**config.mk**
```make
export PLATFORM = sky130hd
export DESIGN_NAME = dynamic_bus_sizing_mux
export DESIGN_NICKNAME = d
export VERILOG_FILES = /design/src/rtl/bus_sizing_pkg.sv /design/src/rtl/lane_mux.sv /design/src/rtl/dynamic_bus_sizing_mux.sv
export SDC_FILE = /design/constraint.sdc
export NUM_CORES = 1
export LEC_CHECK = 0
export BUFFER_PORTS_ARGS = -buffer_cell sky130_fd_sc_hd__buf_2
export CORE_ASPECT_RATIO = 0.8
export CORE_UTILIZATION = 57
export CTS_CLUSTER_SIZE = 20
export DETAILED_ROUTE_END_ITERATION = 16
export GPL_TIMING_DRIVEN = 1
export PLACE_DENSITY = 0.83
export SYNTH_ARGS = -nofsm -noshare
export SYNTH_HDL_FRONTEND = slang
export SYNTH_SLANG_ARGS = --single-unit
```
**constraint.sdc**
```tcl
create_clock -name clock_i -period 8.05 [get_ports clock_i]
set_clock_uncertainty 0.05 [all_clocks]
set_input_delay 1.2075 -clock clock_i [delete_from_list [all_inputs] [get_ports clock_i]]
set_output_delay 1.2075 -clock clock_i [all_outputs]
set_load 0.05 [all_outputs]
```
**src/rtl/bus_sizing_pkg.sv**
```systemverilog
// Constants shared by the dynamic bus sizing sequencer and its lane mux
package bus_sizing_pkg;
   localparam int ADDR_W = 32;
   localparam int DATA_W = 32;
   // Acknowledge pair encodings {hi, lo}
   localparam logic [1:0] ACK_WAIT = 2'h3;
   localparam logic [1:0] ACK_PORT8 = 2'h2;
   localparam logic [1:0] ACK_PORT16 = 2'h1;
   localparam logic [1:0] ACK_PORT32 = 2'h0;
   // Remaining size codes {hi, lo}
   localparam logic [1:0] SIZE_BYTE = 2'h1;
   localparam logic [1:0] SIZE_WORD = 2'h2;
   localparam logic [1:0] SIZE_THREE = 2'h3;
   localparam logic [1:0] SIZE_LONG = 2'h0;
   // Operand byte counts
   localparam logic [2:0] BYTES_ONE = 3'h1;
   localparam logic [2:0] BYTES_TWO = 3'h2;
   localparam logic [2:0] BYTES_FOUR = 3'h4;
   // Port widths in bytes
   localparam logic [2:0] PORT8_BYTES = 3'h1;
   localparam logic [2:0] PORT16_BYTES = 3'h2;
   localparam logic [2:0] PORT32_BYTES = 3'h4;
   typedef enum logic [1:0] {
      ST_IDLE = 2'b00,
      ST_CYCLE = 2'b01,
      ST_DONE = 2'b10
   } seq_state_e;
endpackage : bus_sizing_pkg

```
**src/rtl/lane_mux.sv**
```systemverilog
// Write lane replication for the external data bus
`timescale 1ns/1ps
`default_nettype none
module lane_mux
   import bus_sizing_pkg::*;
(
   input wire logic [1:0] size_code_i,
   input wire logic [1:0] offset_i,
   input wire logic [31:0] operand_i,
   output logic [31:0] lanes_o
);
   logic [7:0] op0, op1, op2, op3;
   logic [7:0] first, second, third, fourth;
   assign op0 = operand_i[31:24];
   assign op1 = operand_i[23:16];
   assign op2 = operand_i[15:8];
   assign op3 = operand_i[7:0];

   // Bytes in the order they go out, by remaining size
   always_comb begin
      case (size_code_i)
         SIZE_BYTE: begin
            first = op3; second = op3; third = op3; fourth = op3;
         end
         SIZE_WORD: begin
            first = op2; second = op3; third = op3; fourth = op3;
         end
         SIZE_THREE: begin
            first = op1; second = op2; third = op3; fourth = op3;
         end
         default: begin
            first = op0; second = op1; third = op2; fourth = op3;
         end
      endcase
   end

   // Each offset aligns first byte to its lane and mirrors it upward
   always_comb begin
      case (offset_i)
         2'h0: lanes_o = {first, second, third, fourth};
         2'h1: lanes_o = {first, first, second, third};
         2'h2: lanes_o = {first, second, first, second};
         default: lanes_o = {first, first, second, first};
      endcase
   end
endmodule : lane_mux
`default_nettype wire

```
**src/rtl/dynamic_bus_sizing_mux.sv**
```systemverilog
// Dynamic bus sizing sequencer with read assembly and write lane mux
// Notes on behaviour
// - Ack pair: 11 wait, 10 byte port, 01 word port, 00 long port.
// - Port width is learned from the acknowledge ending every cycle.
// - Aligned long read takes one, two or four cycles by port width.
// - Each cycle tries to move all remaining bytes; long starts as 32-bit.
// - Operand byte 0 is most significant; byte 3 least.
// - Write lane routing depends only on size code and two low address bits.
// - Size code: 01 one, 10 two, 11 three, 00 four bytes remaining.
// - Bytes moved may be fewer than the size code shows.
// - Upper address is long-word base; two low bits give byte offset.
// - Read bytes come from lanes set by offset and port width.
// - Code fetch passes requested word, caches both bus words from a 32-bit port only.
// - Aligned long write to word port continues with word size, offset two.
// - Wait while ack pair negated; latch read data only on width ack.
// - Writes drive all 32 data lanes every cycle.
// - Write bytes are mirrored onto lanes by size code and offset.
// - Cycle count follows operand size, alignment and port width.
`timescale 1ns/1ps
`default_nettype none
module dynamic_bus_sizing_mux
   import bus_sizing_pkg::*;
(
   input wire logic clock_i,
   input wire logic rst_i,
   input wire logic req_valid_i,
   output logic req_ready_o,
   input wire logic req_write_i,
   input wire logic req_code_i,
   input wire logic [2:0] req_bytes_i,
   input wire logic [ADDR_W-1:0] req_addr_i,
   input wire logic [DATA_W-1:0] req_wdata_i,
   output logic done_o,
   output logic [DATA_W-1:0] rdata_o,
   output logic [DATA_W-1:0] cache_line_o,
   output logic cache_fill_o,
   output logic cycle_active_o,
   output logic write_o,
   output logic [ADDR_W-1:0] addr_o,
   output logic remaining_size_hi_o,
   output logic remaining_size_lo_o,
   output logic [DATA_W-1:0] data_out_o,
   output logic data_oe_n_o,
   input wire logic [DATA_W-1:0] data_in_i,
   input wire logic port_ack_hi_i,
   input wire logic port_ack_lo_i
);
   seq_state_e state;
   logic [2:0] remaining;
   logic [ADDR_W-1:0] addr;
   logic [DATA_W-1:0] operand;
   logic write, code;
   logic [1:0] ack_s1, ack_s2, ack_s3;
   logic [1:0] port_ack_pair;
   logic ack_seen, ack_armed;
   logic [1:0] remaining_size_code;
   logic [1:0] offset;
   logic [2:0] port_bytes, room, moved;
   logic [DATA_W-1:0] lanes, next_operand;
   logic [31:0] din_s;

   assign offset = addr[1:0];
   assign remaining_size_code = remaining[1:0];
   assign remaining_size_hi_o = remaining_size_code[1];
   assign remaining_size_lo_o = remaining_size_code[0];

   // Acknowledge pins pass three flops; change taken when last two agree
   always_ff @(posedge clock_i or posedge rst_i) begin
      if (rst_i) begin
         ack_s1 <= ACK_WAIT;
         ack_s2 <= ACK_WAIT;
         ack_s3 <= ACK_WAIT;
         port_ack_pair <= ACK_WAIT;
      end else begin
         ack_s1 <= {port_ack_hi_i, port_ack_lo_i};
         ack_s2 <= ack_s1;
         ack_s3 <= ack_s2;
         if (ack_s2 == ack_s3)
            port_ack_pair <= ack_s3;
      end
   end

   // Width from each ending acknowledge; no stored configuration
   always_comb begin
      case (port_ack_pair)
         ACK_PORT8: port_bytes = PORT8_BYTES;
         ACK_PORT16: port_bytes = PORT16_BYTES;
         default: port_bytes = PORT32_BYTES;
      endcase
   end
   assign ack_seen = (state == ST_CYCLE) && (port_ack_pair != ACK_WAIT)
      && (ack_s2 == ack_s3) && (ack_s3 == port_ack_pair)
      && ack_armed;

   // One acceptance per width level; rearmed once the pair reads wait
   always_ff @(posedge clock_i or posedge rst_i) begin
      if (rst_i)
         ack_armed <= 1'b1;
      else if (ack_seen)
         ack_armed <= 1'b0;
      else if (port_ack_pair == ACK_WAIT)
         ack_armed <= 1'b1;
   end

   // Bytes reachable before the next port boundary
   always_comb begin
      case (port_bytes)
         PORT8_BYTES: room = 3'h1;
         PORT16_BYTES: room = offset[0] ? 3'h1 : 3'h2;
         default: room = 3'h4 - {1'b0, offset};
      endcase
      moved = (room < remaining) ? room : remaining;
   end

   // Read bytes: port lane for offset, into high end of remaining field
   always_comb begin
      din_s = data_in_i;
      next_operand = operand;
      for (int i = 0; i < 4; i++) begin
         if (i < moved) begin
            logic [1:0] lane;
            lane = 2'h0;
            case (port_bytes)
               PORT8_BYTES: lane = 2'h0;
               PORT16_BYTES: lane = 2'(offset[0] + i);
               default: lane = 2'(offset + i);
            endcase
            next_operand[8*(remaining-1-i) +: 8] =
               din_s[8*(3-lane) +: 8];
         end
      end
   end

   lane_mux u_lane_mux (
      .size_code_i(remaining_size_code),
      .offset_i(offset),
      .operand_i(operand),
      .lanes_o(lanes)
   );

   // Sequencer
   always_ff @(posedge clock_i or posedge rst_i) begin
      if (rst_i) begin
         state <= ST_IDLE;
         remaining <= 3'h0;
         addr <= '0;
         operand <= '0;
         write <= 1'b0;
         code <= 1'b0;
      end else begin
         case (state)
            ST_IDLE: begin
               if (req_valid_i) begin
                  state <= ST_CYCLE;
                  remaining <= req_bytes_i;
                  addr <= req_addr_i;
                  operand <= req_wdata_i;
                  write <= req_write_i;
                  code <= req_code_i;
               end
            end
            ST_CYCLE: begin
               if (ack_seen) begin
                  if (!write)
                     operand <= next_operand;
                  addr <= addr + ADDR_W'(moved);
                  remaining <= remaining - moved;
                  if (remaining == moved)
                     state <= ST_DONE;
               end
            end
            ST_DONE: state <= ST_IDLE;
            default: state <= ST_IDLE;
         endcase
      end
   end

   // Results and cache fill for code fetches
   always_ff @(posedge clock_i or posedge rst_i) begin
      if (rst_i) begin
         done_o <= 1'b0;
         rdata_o <= '0;
         cache_line_o <= '0;
         cache_fill_o <= 1'b0;
      end else begin
         done_o <= ack_seen && (remaining == moved);
         cache_fill_o <= 1'b0;
         if (ack_seen && !write && remaining == moved)
            rdata_o <= next_operand;
         if (ack_seen && !write && code && port_bytes == PORT32_BYTES) begin
            cache_line_o <= data_in_i;
            cache_fill_o <= 1'b1;
         end
      end
   end

   // Bus outputs from flops
   always_ff @(posedge clock_i or posedge rst_i) begin
      if (rst_i) begin
         data_out_o <= '0;
         data_oe_n_o <= 1'b1;
         addr_o <= '0;
         write_o <= 1'b0;
      end else begin
         data_out_o <= lanes;
         data_oe_n_o <= !(state == ST_CYCLE && write && !ack_seen);
         addr_o <= ack_seen ? addr + ADDR_W'(moved) : addr;
         write_o <= write;
      end
   end
   assign cycle_active_o = (state == ST_CYCLE);
   assign req_ready_o = (state == ST_IDLE);

   a_wait_holds: assert property (@(posedge clock_i) disable iff (rst_i)
      state == ST_CYCLE && port_ack_pair == ACK_WAIT |=>
      $stable(remaining) && $stable(addr))
      else $error("cycle moved during wait");
   a_count_drops: assert property (@(posedge clock_i) disable iff (rst_i)
      ack_seen |=> remaining == $past(remaining) - $past(moved))
      else $error("remaining count wrong");
   a_long_start: assert property (@(posedge clock_i) disable iff (rst_i)
      state == ST_IDLE && req_valid_i && req_bytes_i == BYTES_FOUR |=>
      remaining_size_code == SIZE_LONG)
      else $error("long not started as four bytes");
   a_port8_one: assert property (@(posedge clock_i) disable iff (rst_i)
      ack_seen && port_ack_pair == ACK_PORT8 |-> moved == 3'h1)
      else $error("byte port moved more than one");
   a_done_end: assert property (@(posedge clock_i) disable iff (rst_i)
      ack_seen && remaining == moved |=> done_o && state == ST_DONE)
      else $error("done not raised");
   a_write_lanes: assert property (@(posedge clock_i) disable iff (rst_i)
      state == ST_CYCLE && write && remaining == BYTES_FOUR
      && offset == 2'h0 |-> lanes == operand)
      else $error("aligned long lanes wrong");
   a_word_half: assert property (@(posedge clock_i) disable iff (rst_i)
      ack_seen && port_ack_pair == ACK_PORT16 && remaining == BYTES_FOUR
      && offset == 2'h0 |=> remaining == BYTES_TWO && offset == 2'h2)
      else $error("word port continuation wrong");
   a_addr_step: assert property (@(posedge clock_i) disable iff (rst_i)
      ack_seen |=> addr == $past(addr) + ADDR_W'($past(moved)))
      else $error("address not advanced");
   a_one_accept: assert property (@(posedge clock_i) disable iff (rst_i)
      ack_seen |=> !ack_seen)
      else $error("held acknowledge taken twice");
   c_long_32: cover property (@(posedge clock_i) disable iff (rst_i)
      ack_seen && port_ack_pair == ACK_PORT32 && remaining == BYTES_FOUR);
   c_long_16: cover property (@(posedge clock_i) disable iff (rst_i)
      ack_seen && port_ack_pair == ACK_PORT16 && remaining == BYTES_TWO);
   c_byte_port: cover property (@(posedge clock_i) disable iff (rst_i)
      ack_seen && port_ack_pair == ACK_PORT8 && remaining == BYTES_ONE);
endmodule : dynamic_bus_sizing_mux
`default_nettype wire

```
== Word level (Yosys, flattened, before mapping) ==
Cells that the tools add are included.

* Muxes and demuxes: 41
* Eq/ne operators: 20
* Add/subtract/negate cells: 21
* Shift operators: 12
* Order comparisons: 5
* Reductions and logical operators: 25

{| class="wikitable"
|+ Operators with widths
! cell !! count
|-
| $mux W32 || 9
|-
| $neg A32 Y34 || 4
|-
| $shift A8 B34 Y32 const A || 4
|-
| $shiftx A8 B34 Y32 || 4
|-
| $shiftx A32 B33 Y8 || 4
|-
| $bwmux W32 || 4
|-
| $pmux W32 S2 || 2
|-
| $pmux W24 S3 || 1
|-
| $add A32 B3 Y32 || 1
|-
| $sub A29 B1 Y29 const B || 1
|-
| $sub A29 B2 Y29 const B || 1
|-
| $pmux W8 S3 || 1
|-
| $pmux W2 S2 || 5
|-
| $pmux W3 S2 || 3
|-
| $mux W2 || 8
|-
| $pmux W8 S2 || 1
|-
| $sub A2 B2 Y3 const A || 4
|-
| $logic_and A1 B1 Y1 || 11
|-
| $eq A2 B2 Y1 const B || 5
|-
| $mux W3 || 3
|-
| $eq A2 B1 Y1 const B || 4
|-
| $mux W8 || 1
|-
| $lt A1 B3 Y1 const A || 2
|-
| $lt A2 B3 Y1 const A || 2
|-
| 25 further kinds || 39
|}

* Register bits after elaboration: 212
* Input port bits: 106
* Output and inout bits: 136

== Depth between registers and ports, before layout ==
* Depth after elaboration: 22
* Gate-level depth with buffers: 21

== Modules after synthesis ==
Synthesis repeated with hierarchy kept, for this count alone.

* Cell total of the unflattened synthesis: 1442
* Area, all modules: 13487.9 um^2

{| class="wikitable"
|+ Modules (own cells, without submodules)
! module !! times used !! cells each !! area each (um^2)
|-
| dynamic_bus_sizing_mux || 1 || 1268 || 12256.8
|-
| lane_mux || 1 || 174 || 1231.2
|}

== Least setup slack after synthesis ==
No wires, ideal clock.

* Path type: reg-to-reg
* Start: reg remaining[0]
* End: reg operand[25]
* Data arrival time: 5364 ps
* Cell stages (with the launch flop): 22
* Data required time: 7873 ps
* Buffers on the path: 5
* Setup time: 127 ps
* Setup slack: 2509 ps
* Path through: dfrtp_1 -> clkbuf_1 -> clkinv_1 -> clkbuf_1 -> ha_1 -> buf_4 -> xor2_1 -> inv_1 -> ha_1 -> ha_1 -> o21ai_0 -> ha_1 -> clkbuf_1 -> or3_1 -> o41ai_1 -> a211oi_1 -> or4_1 -> nor4_4 -> nand2_1 -> buf_2 -> a31oi_1 -> o21ai_1

* Longest elaborated chain between the ends: 14
* Elaborated cells on any way between the ends: 33

{| class="wikitable"
|+ RTL lines
! what !! line !! source
|-
| start, declared || dynamic_bus_sizing_mux.sv:49 || <nowiki>logic [2:0] remaining;</nowiki>
|-
| start signal, assigned || dynamic_bus_sizing_mux.sv:155 || <nowiki>remaining <= req_bytes_i;</nowiki>
|-
| start signal, assigned || dynamic_bus_sizing_mux.sv:167 || <nowiki>remaining <= remaining - moved;</nowiki>
|-
| parallel branches: the longest is 10 deep, another holds $neg A32 Y34 || -- ||
|-
| $mux W32 * || dynamic_bus_sizing_mux.sv:120 || <nowiki>if (i < moved) begin</nowiki>
|-
| $mux W32 * || dynamic_bus_sizing_mux.sv:164 || <nowiki>if (!write)</nowiki>
|-
| $mux W32 * || dynamic_bus_sizing_mux.sv:163 || <nowiki>if (ack_seen) begin</nowiki>
|-
| $pmux W32 S2 * || dynamic_bus_sizing_mux.sv:151 || <nowiki>case (state)</nowiki>
|-
| end signal, assigned || dynamic_bus_sizing_mux.sv:157 || <nowiki>operand <= req_wdata_i;</nowiki>
|-
| end signal, assigned || dynamic_bus_sizing_mux.sv:165 || <nowiki>operand <= next_operand;</nowiki>
|-
| end, declared || dynamic_bus_sizing_mux.sv:51 || <nowiki>logic [DATA_W-1:0] operand;</nowiki>
|}

Every way passes the cells marked *. The select of a mux whose other input is x is not followed.
A chain may end at the register's enable or synchronous reset.

== Worst setup path in the final report ==
* Start: reg remaining[1]
* End: reg operand[5]

The elaborated chain is that of the path after synthesis.

==> results by stage <==
Yosys:
- The unique cell type count in the Yosys netlist is 89.
- The synthesized netlist cell count is 1399.
- Synthesis produced a netlist with a net count of 1552.
- The share of the yosys chip area belonging to registers is 0.398.
- For this run, the leading register cell type out of synthesis is sky130_fd_sc_hd__dfrtp_1.
- The synthesized area per cell is 9.56 sq um.
- The cell area after synthesis is 13400 sq um.
- The number of flops mapped to enable cells by yosys is 0.
- After synthesis, the share of flip-flops with an asynchronous set or reset is 1.00.
- The total of flip-flops plus latches after synthesis is 212.
- The count of synthesis-stage warnings from yosys is 0.

Routing:
- The detail route stage leaves a number of antenna-violating nets equal to 0.
- The residual DRC count is 0.
- The number of search-and-repair iterations in the first detailed-routing pass is 6.
- The total vias in the final route is 12779.
- The final layout contains routed wiring with a total length of 47100 um.
- Dividing the detail-routed via count by the number of cells gives 6.63.
- In the final routed layout, each cell accounts on average for 24.5 um.
- The number of DRC violations after detailed-routing iteration 0 is 1627.

Power:
- Of the total power, the share spent switching nets is 0.521.
- The proportion of power drawn by flip-flops and latches is 0.258.
- Across the VDD grid, the largest voltage drop is 0.263 mV.
- The analysis attributes to cell leakage a power of 0.00732 uW.
- The total power is 6940 uW.
- The design internal power is 3320 uW.
- The relative contribution of combinational cells to total power is 0.578.
- The power per standard cell area is 444 nW/um^2.
- The net load switching power is 3620 uW.
- The share of total power dissipated in the clock network is 0.164.

Global route:
- Global routing finished with a remaining overflow of 0.
- The first global-routing pass estimated 72200 um of wire.
- The largest net degree at the start of global routing is 143.
- For this run, the total global-route usage over all layers was measured as 0.389.
- The initial antenna violation count is 0.
- The via count of the first global-routing pass is 12160.

STA:
- The number of hold violations in the final report is 0.
- The maximum achievable frequency is 175 MHz.
- The slew at the pin closest to its max-slew limit is 1.31 ns.
- Setup repair after global routing left no endpoint under its margin.
- The minimum clock period after layout is 5.71 ns.
- Setup total negative slack on the finished layout was measured at 0 ns.
- The count of final max-slew check failures is 0.
- In the finished design, the share of the clock period the worst path needs comes to 0.709.
- Headroom to the max-slew limit came out at 0.118.
- The count of endpoints failing setup in the final report is 0.

Finish:
- The area growth from synthesis to layout is 16.7%.
- The share of cells above drive strength 1 is 0.244.
- The library cells used most frequently in the layout, excluding fill and tap cells, are sky130_fd_sc_hd__buf_2 (241), sky130_fd_sc_hd__dfrtp_1 (202), sky130_fd_sc_hd__nand2_1 (183).
- The number of antenna diodes in the final layout is 0.
- The final-stage net count is 1757.
- The library cell used most frequently in the layout, excluding fill and tap cells, is sky130_fd_sc_hd__buf_2.
- Summing all non-filler instances in the final layout gives an area of 15600 sq um.

Clock network:
- The number of buffers added to fix hold violations after cts is 0.
- The clock passes through at most 3 buffers.
- After clock tree synthesis, the clock-pin slew on the worst setup and hold paths is 0.07 ns.
- The number of instances resized during post-cts repair is 0.
- Counting the buffers created by CTS gives 23.
- In this run the number of H-tree levels came out at 1.
- The clock tree from TritonCTS is done.
- The buffer type at the clock tree root is sky130_fd_sc_hd__clkbuf_16.
- The number of setup buffers added after CTS is 0.
- Clock tree synthesis found a total of 212 sinks.
- Clock latency on the worst-skew pair, taken at its later pin, is 0.54 ns.

Floorplanning:
- The die span in y is 139 um.
- The placeable core area is 22700 sq um.
- The overall die area is 24100 sq um.
- The number of placement rows is 49.
- Pin placement for this block handled 242 I/O pins.
- From left edge to right edge, the die measures 173 um.
- The starting utilization of the core area is 0.588.

Worst setup path:
- The signal on the critical path passes through buf_4, inv_1, ha_1, ha_1, ha_1, o21ai_0, ha_1, nor3_1, nand4_1, a21oi_1, o22ai_1, or3_1, and3_1, or4_1, o21ai_1.
- The maximum fanout encountered on the critical timing path is 20.
- The buffer and inverter count on the worst path is 2.
- The kind of cell with the highest combined delay along the critical path is simple AND/OR/NAND/NOR gates.
- The worst path arrival time is 6.12 ns.
- Counting cells, the worst reg-to-reg path comes to 15.
- The critical path data required time is 8.46 ns.
- The worst setup path is of the register to register kind.
- For this run, the slowest stage of the critical path takes 0.82 ns.
- Across all register-to-register paths, the minimum setup slack is 2.34 ns.
- The cell that appears most often on the critical path is sky130_fd_sc_hd__ha_1.
- The capturing point of the worst reg2reg path is operand[5].
- The worst setup path is captured at a register.
- The worst-path cell with the longest stage delay is sky130_fd_sc_hd__ha_1.
- The critical path starts at remaining[1].
- The worst setup path is launched from a register.
- The startpoint identified for the worst register-to-register timing path is remaining[1].

Run:
- The tool flagged a number of max-cap violations equal to 0.

Placement:
- After detailed placement, the total cell area comes to 14800 sq um.
- The number of buffer cells added on primary ports is 241.
- Routability-driven placement finished with a final weighted congestion of 1.05.
- The HPWL after detailed placement is 35100 um.

Worst hold path:
- The hold path depth is 0.
- The class of the worst hold path is register to register.
- For hold timing, the worst endpoint is ack_s2[1].
- In this run the most critical hold path is launched from ack_s1[1].

Status:
- The flow ran to the end, and the final reports show no timing, DRC or antenna violations.
-- synthesized netlist by cell type (all sizes together) (14+ instances only) --
cell type	instances	area [sq um]
a221oi	36	333
inv	40	153
mux2	45	514
o31ai	20	150
nand4	17	106
xnor2	29	254
a211oi	15	155
nand2	183	687
ha	45	563
mux2i	78	781
a21oi	62	314
o21ai	61	324
o22ai	23	144
nor3	16	80.1
o211ai	21	158
a31oi	23	144
nand3	54	270
dfrtp	202	5050
clkbuf	65	244
mux4	16	360
and3	36	230
nor2b	14	87.6
nor2	79	297
a22oi	25	188
nand2b	38	238
-- logic make-up (layout without fill, tap and decap cells) --
group | Yosys count | count (layout) | share of synthesized area
compound gates | 342 | 342 | 0.181
xor+xnor | 44 | 44 | 0.0310
fa+ha+maj | 47 | 47 | 0.0451
buf+inv | 119 | 341 | 0.0347
flops | 212 | 212 | 0.398
mux | 139 | 139 | 0.124
simple gates | 496 | 496 | 0.187
-- layout make-up --
| type | instances | area, sq um |
|---|---|---|
| sequential | 212 | 5320 |
| clock buffer | 32 | 659 |
| inverter | 41 | 164 |
| tap | 306 | 383 |
| clock inverter | 10 | 154 |
| multi-input combinational | 1068 | 7600 |
| timing repair buffer | 258 | 1330 |
| fill | 1740 | 7130 |
-- per-stage QoR --
stage	hold WS [ns]	instances	setup WS [ns]	util
after floorplan	0.295	1399	1.01	-
final	0.306	1927	2.34	0.686
after detailed placement	0.298	1885	2.58	0.651
after CTS	0.307	1927	2.57	0.686
after global placement	0.296	1885	2.44	0.651
after global routing	0.307	1927	2.09	0.686
-- power by group through the flow --
stage / combinational (uW) / sequential, uW / clock [uW]
6_report: 4010 / 1790 / 1140
5_1_grt: 4250 / 1820 / 1180
4_1_cts: 3920 / 1770 / 1140
3_5_place_dp: 3900 / 1780 / 0
3_3_place_gp: 3850 / 1760 / 0
2_1_floorplan: 2160 / 2380 / 0
-- registers in the layout (all words and copies together), names as in the netlist, 2 cells and up --
name           flops
addr              32
addr_o            32
cache_line_o      32
data_out_o        32
operand           32
rdata_o           32
remaining          3
ack_s1             2
ack_s2             2
ack_s3             2
port_ack_pair      2
state              2
-- worst max path at each step --
stage / slack [ns] / endpoint / depth (start not counted)
final: 2.34 / operand[5] / 15
after global routing: 2.09 / operand[5] / 15
after CTS: 2.57 / rdata_o[1] / 15
after detailed placement: 2.58 / rdata_o[1] / 15
after global placement: 2.44 / operand[5] / 15
after floorplan: 1.01 / addr[0] / 1
-- metal layers --
layer | global-route usage | wire length (um)
met4 | 0.0992 | 1200
met2 | 0.576 | 20200
met5 | 0 | 0
met3 | 0.0828 | 5360
met1 | 0.579 | 20400
No activity file was read; power rests on OpenSTA's default activity.
